**config.mk**
```make
export PLATFORM = sky130hd
export DESIGN_NAME = sdl_latch
export DESIGN_NICKNAME = d
export VERILOG_FILES = /design/src/hw/sdl_pkg.sv /design/src/hw/sdl_latch.sv
export SDC_FILE = /design/constraint.sdc
export NUM_CORES = 1
export LEC_CHECK = 0
export BUFFER_PORTS_ARGS = -buffer_cell sky130_fd_sc_hd__buf_2
export CAP_MARGIN = 20
export CELL_PAD_IN_SITES_DETAIL_PLACEMENT = 0
export CELL_PAD_IN_SITES_GLOBAL_PLACEMENT = 1
export CORE_UTILIZATION = 40
export DETAILED_ROUTE_END_ITERATION = 10
export GPL_TIMING_DRIVEN = 1
export PLACE_DENSITY = 0.76
export SYNTH_ARGS = -nofsm -noshare
export SYNTH_HDL_FRONTEND = slang
export SYNTH_SLANG_ARGS = --single-unit
```
**constraint.sdc**
```tcl
create_clock -name CLOCK -period 1.3 [get_ports CLOCK]
set_input_delay 0.13 -clock CLOCK [delete_from_list [all_inputs] [get_ports CLOCK]]
set_output_delay 0.13 -clock CLOCK [all_outputs]
set_load 0.05 [all_outputs]
```
**src/hw/sdl_pkg.sv**
```systemverilog
package sdl_pkg;

  // ----------------------------------------------------------------------
  // word format
  // ----------------------------------------------------------------------
  localparam int WORD_W = 16;
  localparam logic [15:0] ZERO_CODE = 16'h0000;
  localparam logic [15:0] MID_CODE  = 16'h8000;
  localparam logic [1:0]  SYNC_RST  = 2'h0;
  localparam logic [1:0]  SYNC_SET  = 2'h3;
  localparam logic [4:0]  COUNT_RST = 5'h00;

  // ----------------------------------------------------------------------
  // variant selection
  // ----------------------------------------------------------------------
  typedef enum logic [1:0]
  {
    SDL_ZERO_SCALE = 2'h1,
    SDL_MID_SCALE  = 2'h2
  } sdl_variant_t;

endpackage

```
**src/hw/sdl_latch.sv**
```systemverilog
// Summary of operation
// - shifting happens only while chip select is low
// - chip select rising edge copies the 16-bit shift word into the latch
// - data input is sampled on each serial clock rising edge while chip select is low
// - zero-scale variant, clear low forces latch to code 0 three clock edges later, through the synchroniser
// - midscale variant, clear low forces latch to midscale code
// - most significant bit shifted first, first bit ends as bit 15
// - extra edges keep last 16 bits; fewer give corrupt word
// - reset loads zero or midscale according to variant
`timescale 1ns/100ps

module sdl_latch
  import sdl_pkg::*;
#(
  parameter sdl_variant_t VARIANT = sdl_pkg::SDL_ZERO_SCALE
)
(
  input  wire logic                      CLOCK,           // system clock 25 MHz
  input  wire logic                      SYS_RST,         // async reset, high
  input  wire logic                      SCLK_PIN,        // serial clock pin
  input  wire logic                      CS_N,            // chip select, low
  input  wire logic                      DATA_IN,         // serial data pin
  input  wire logic                      ASYNC_CLEAR_N,   // clear, low
  output logic [sdl_pkg::WORD_W-1:0]     DAC_CODE         // latch to converter
);

  import sdl_pkg::*;

  // ----------------------------------------------------------------------
  // pin synchronisers
  // ----------------------------------------------------------------------
  logic [1:0] sync_sclk;
  logic [1:0] sync_cs;
  logic [1:0] sync_din;
  logic [1:0] sync_clr;
  logic       sclk_q;
  logic       cs_q;
  logic [WORD_W-1:0] shift;
  logic [WORD_W-1:0] next_shift;
  logic [WORD_W-1:0] next_code;

  localparam logic [WORD_W-1:0] CLEAR_CODE =
    (VARIANT == SDL_MID_SCALE) ? MID_CODE : ZERO_CODE;

  always_ff @(posedge CLOCK or posedge SYS_RST)
  begin
    if (SYS_RST)
    begin
      sync_sclk <= SYNC_RST;
      // select and clear idle high: reset them high, no false edge
      sync_cs   <= SYNC_SET;
      sync_din  <= SYNC_RST;
      sync_clr  <= SYNC_SET;
    end
    else
    begin
      sync_sclk <= {sync_sclk[0], SCLK_PIN};
      sync_cs   <= {sync_cs[0], CS_N};
      sync_din  <= {sync_din[0], DATA_IN};
      sync_clr  <= {sync_clr[0], ASYNC_CLEAR_N};
    end
  end

  // ----------------------------------------------------------------------
  // edge detection and decode
  // ----------------------------------------------------------------------
  wire sclk_rise = sync_sclk[1] & ~sclk_q;
  wire cs_rise   = sync_cs[1] & ~cs_q;
  wire cs_fall   = ~sync_cs[1] & cs_q;
  wire selected  = ~sync_cs[1];
  wire shift_en  = selected & sclk_rise;
  wire clearing  = ~sync_clr[1];

  assign next_shift = shift_en ?
    {shift[WORD_W-2:0], sync_din[1]} : shift;

  assign next_code = clearing ? CLEAR_CODE :
                     cs_rise  ? shift :
                     DAC_CODE;

  // ----------------------------------------------------------------------
  // shift register and latch
  // ----------------------------------------------------------------------
  always_ff @(posedge CLOCK or posedge SYS_RST)
  begin
    if (SYS_RST)
    begin
      sclk_q   <= 1'b0;
      cs_q     <= 1'b1;
      shift    <= ZERO_CODE;
      DAC_CODE <= CLEAR_CODE;
    end
    else
    begin
      sclk_q   <= sync_sclk[1];
      cs_q     <= sync_cs[1];
      shift    <= next_shift;
      DAC_CODE <= next_code;
    end
  end

  // ----------------------------------------------------------------------
  // frame bit counter
  // ----------------------------------------------------------------------
  // counts serial clock rises in a frame, saturating at the word width;
  // only the checks read it, the datapath does not depend on it
  logic [4:0] bit_count;
  logic [4:0] next_bit_count;

  wire count_full = (bit_count == 5'(WORD_W));
  wire count_step = shift_en & ~count_full;

  assign next_bit_count = cs_fall    ? COUNT_RST :
                          count_step ? bit_count + 5'h01 :
                          bit_count;

  always_ff @(posedge CLOCK or posedge SYS_RST)
  begin
    if (SYS_RST)
    begin
      bit_count <= COUNT_RST;
    end
    else
    begin
      bit_count <= next_bit_count;
    end
  end

  // ----------------------------------------------------------------------
  // checks
  // ----------------------------------------------------------------------
  chk_shift_gated: assert property (
    @(posedge CLOCK) disable iff (SYS_RST)
    sync_cs[1] |=> shift == $past(shift))
    else $error("shift changed while deselected");

  chk_load_word: assert property (
    @(posedge CLOCK) disable iff (SYS_RST)
    (cs_rise && !clearing) |=> DAC_CODE == $past(shift))
    else $error("latch not loaded on select release");

  chk_sample_bit: assert property (
    @(posedge CLOCK) disable iff (SYS_RST)
    shift_en |=> shift[0] == $past(sync_din[1]))
    else $error("data bit not sampled");

  chk_msb_order: assert property (
    @(posedge CLOCK) disable iff (SYS_RST)
    shift_en |=> shift[WORD_W-1:1] == $past(shift[WORD_W-2:0]))
    else $error("shift order wrong");

  chk_clear_zero: assert property (
    @(posedge CLOCK) disable iff (SYS_RST)
    (clearing && VARIANT == SDL_ZERO_SCALE) |=> DAC_CODE == 16'h0000)
    else $error("clear did not give zero");

  chk_clear_mid: assert property (
    @(posedge CLOCK) disable iff (SYS_RST)
    (clearing && VARIANT == SDL_MID_SCALE) |=> DAC_CODE == 16'h8000)
    else $error("clear did not give midscale");

  chk_hold_code: assert property (
    @(posedge CLOCK) disable iff (SYS_RST)
    (!clearing && !cs_rise) |=> $stable(DAC_CODE))
    else $error("latch changed without cause");

  chk_last_bits: assert property (
    @(posedge CLOCK) disable iff (SYS_RST)
    (shift_en ##1 !shift_en) |-> shift[0] == $past(sync_din[1]))
    else $error("last bit not kept");

  chk_reset_code: assert property (
    @(posedge CLOCK)
    $fell(SYS_RST) |-> DAC_CODE == CLEAR_CODE || clearing)
    else $error("reset code wrong");

  // a clear and a load in one cycle: the clear must win
  chk_clear_wins: assert property (
    @(posedge CLOCK) disable iff (SYS_RST)
    (clearing && cs_rise) |=> DAC_CODE == CLEAR_CODE)
    else $error("load beat a pending clear");

  chk_shift_idle: assert property (
    @(posedge CLOCK) disable iff (SYS_RST)
    (selected && !sclk_rise) |=> $stable(shift))
    else $error("shift moved without a clock rise");

  chk_load_once: assert property (
    @(posedge CLOCK) disable iff (SYS_RST)
    cs_rise |=> !cs_rise)
    else $error("select release seen twice");

  chk_reset_shift: assert property (
    @(posedge CLOCK)
    $fell(SYS_RST) |-> shift == ZERO_CODE)
    else $error("shift word not cleared by reset");

  chk_count_limit: assert property (
    @(posedge CLOCK) disable iff (SYS_RST)
    bit_count <= 5'(WORD_W))
    else $error("bit count beyond word width");

  chk_count_start: assert property (
    @(posedge CLOCK) disable iff (SYS_RST)
    cs_fall |=> bit_count == COUNT_RST)
    else $error("bit count not restarted by select");

  chk_code_cause: assert property (
    @(posedge CLOCK) disable iff (SYS_RST)
    !$stable(DAC_CODE) |-> $past(clearing || cs_rise))
    else $error("latch moved with no load or clear");

  chk_idle_count: assert property (
    @(posedge CLOCK) disable iff (SYS_RST)
    sync_cs[1] |=> $stable(bit_count))
    else $error("clock rise counted while deselected");

endmodule // sdl_latch

```
==> results summary <==
Of the cells placed in the final design, the portion with a size suffix greater than 1 is 0.3800. The minimum period implied by the final worst setup slack came out at around 1300 ps. In the final timing run, aggregate negative setup slack is 0 ps. The number of cells produced by synthesis is 116. The relative max-transition margin is 0.7582. The count of standard-cell rows came out at 22. The arrival time reported for the critical path endpoint is between 1000 and 1500 ps. The critical path is of the reg -> reg type. The post-synthesis sequential area ratio came out at 0.6787. The number of global-route vias before repair came out at a little under 1000. The post-place instance area is 0.001785 mm^2.

The total routing resource utilization after global routing is 0.1479. The residual DRC count is 0. During synthesis, Yosys emitted a total of 0 warnings. The area share of and/or/nand/nor cells after synthesis is 0.09719.

The worst hold path belongs to the class in -> async. Dividing the final minimum period by the clock period gives 0.9893. The delay of the slowest critical-path stage is ~400 ps.

The setup check on the worst reg-to-reg path leaves a slack of about 14 ps. The overflow left after global routing is 0. The final design instance area without fill came out at between 0.0015 and 0.002 mm^2. For this run, the post-layout net count is between 150 and 200. The number of antenna violations at the first check in global routing came out at 0. The synthesized-area fraction occupied by ao, oa, aoi and oai cells came out at 0.07711. The number of maximum-capacitance constraint violations is 0.

The quantity of I/O buffers inserted on ports came out at 21. Wires add up to approximately 2500 um. The TritonCTS sink count came out at 42.

Setup repair after global routing could not meet its margin everywhere. The first-pass iteration count of the detailed router came out at 4. STA classifies the critical path endpoint as a register. The initial utilization of the core area, before any placement, comes to 0.4223. The first-pass GRT wire length came out at ~4400 um. The average via count per standard cell is ~4.7. The signal on the critical path passes through nor3b_4 -> buf_12 -> mux2_2.

The core region area is 0.003689 mm^2. The CTS tree is done. The tree is rooted in a clkbuf_8.

The leakage power summed over all cells is about 0.94 nW. The number of DRC markers after the initial detailed-route iteration is 19. The overall power is approximately 3.0 mW. The width of the die is 64.41 um. The post-synthesis area per instance is 13.43 um^2. Of the total synthesized cell area, the portion taken by full adders, half adders and majority gates is 0. The H-tree was split into 2 levels. For the worst-skew pair, the clock arrives at the later sink with an insertion delay of about 290 ps. The worst clock skew is around 5.8 ps. The maximum vdd drop is roughly 0.90 mV. The XOR/XNOR share of the synthesized area is 0. The maximum clock path buffer count came out at 2. The number of inserted diodes is 0. The startpoint of the most critical setup path is sync_cs[1].

The number of endpoints with negative hold slack in the final report came out at 0. The CTS buffer count came out at 5. The die area is slightly above 0.004 mm^2. The number of storage elements in the synthesis netlist is 42. The count of vias placed by the detailed router came out at 940. STA classifies the critical path startpoint as a register.

The number of max-slew violations in the final report is 0. The congestion estimate from routability-driven global placement came to ~0.70. The maximum fanout along the worst path came out at 16.

The post-synthesis cell area is between 0.0015 and 0.002 mm^2. The post-CTS setup-driven buffer insertion count came out at 0. The number of setup violations in the final report is 0. The run finished with clean final reports. For the worst setup path, the data required time is approximately 1500 ps.

By area, the combinational part of the netlist is dominated by multiplexers. Entering global routing, the biggest net connects 19 pins. The post-detailed-route count of antenna-violating nets came out at 0. The maximum clock frequency came out at approximately 780 MHz. The HPWL after detailed placement is ~1700 um.

The y dimension of the die is ~64 um. In this run the critical register-to-register path is launched from sync_cs[1]. When the netlist entered floorplanning its net count stood at ~120.

The count of cell types in the netlist came out at 15. The multiplexer area fraction after synthesis is 0.1157. The slowest stage of the critical path is the dfstp_2 cell.

Relative to the synthesized area, the layout overhead comes to 26.02%. The mean routed wirelength per cell is 12.64 um. The boundary pin count is 22. After clock tree synthesis, the clock-pin slew on the worst setup and hold paths is 80 ps. The worst hold slack came out at 345.3 ps. The slew at the pin closest to its max-slew limit is 362.3 ps. The power per cell area is between 1500 and 2000 mW/mm^2.
synthesized netlist by cell type:
master     n  area share
dfrtp_1   37        0.59
nand2_1   32       0.077
mux2_2    16        0.12
a21boi_0  12       0.058
dfstp_2    5       0.084
a21boi_1   4       0.019
buf_2      2      0.0064
buf_6      1      0.0072
buf_8      1      0.0096
clkbuf_1   1      0.0024
clkbuf_2   1      0.0032
inv_1      1      0.0024
nand2b_1   1      0.0040
nor2b_1    1      0.0040
nor3b_4    1       0.012
sequential cells by signal (all words and copies together), names as in the netlist:
register,cells
DAC_CODE,16
shift,16
sync_clr,2
sync_cs,2
sync_din,2
sync_sclk,2
cs_q,1
sclk_q,1
kinds of logic (layout without fill, tap and decap cells):
logic type,after synthesis,in the layout
flops,42,42
buf+inv,7,41
simple gates,35,35
mux,16,16
compound gates,16,16
final timing paths:
| check | to | cells past startpoint |
|---|---|---|
| setup / recovery | shift[10] | 3 |
| hold / removal | sclk_q | 3 |
| setup reg to reg | shift[10] | 3 |
| hold reg to reg | sync_din[1] | 0 |
| max in group asynchronous | shift[3] | 4 |
| min in group CLOCK | sync_din[1] | 0 |
layout by cell type (no fill, tap or decap):
cell,count
nand2b_1,1
a21boi_0,10
nor2b_2,1
buf_4,4
dfrtp_1,37
mux2_2,2
clkbuf_8,5
inv_1,1
bufinv_16,1
nand2_1,32
dfstp_2,5
a21boi_1,6
clkinvlp_4,1
buf_2,21
dlygate4sd3_1,5
buf_12,2
mux2_4,14
clkbuf_1,1
nor3b_4,1
worst max-delay path, delay by kind of cell (launching register included):
kind / cells / cell delay (ps)
flip-flops: 1 / 390
multiplexers: 1 / 350
AND/OR/NAND/NOR: 1 / 230
buffers and inverters: 1 / 200
where the power goes:
group | total (mW) | switching [mW] | internal [mW]
clock network | 0.998 | 0.426 | 0.572
logic | 0.449 | 0.210 | 0.239
registers | 1.60 | 0.125 | 1.47
metal layers:
| layer | part of all wire | GRT usage | wire length (um) | up-vias |
|---|---|---|---|---|
| li1 | - | - | - | 443 |
| met1 | 0.45 | 0.1680 | 1137 | 475 |
| met2 | 0.48 | 0.2395 | 1207 | 17 |
| met3 | 0.040 | 0.05893 | 101 | 5 |
| met4 | 0.022 | 0.07500 | 56 | 0 |
| met5 | 0 | 0 | 0 | - |
through the flow:
step	setup slack, ps	utilization	instances
2_1_floorplan	-31.77	-	116
3_3_place_gp	65.27	0.4841	185
3_5_place_dp	-19.18	0.4841	185
4_1_cts	16.47	0.5282	198
5_1_grt	-19.77	0.5322	198
6_report	13.90	0.5322	198
repair_timing:
item / in CTS / in global routing
resized for setup: 1 / 6
pin swaps: 0 / 0
hold buffers: 5 / 0
endpoints found under the setup margin: 2 / 9
hold endpoints to repair: 8 / 0
final cells by class:
class | instances | area, um^2
well taps | 48 | 60.06
inverters | 1 | 3.754
clock inverters | 2 | 37.54
multi-input cells | 67 | 506.7
flip-flops and latches | 42 | 1057
fillers | 330 | 1725
repair buffers | 32 | 225.2
clock buffers | 6 | 72.57
No activity file was read; power rests on OpenSTA's default activity.
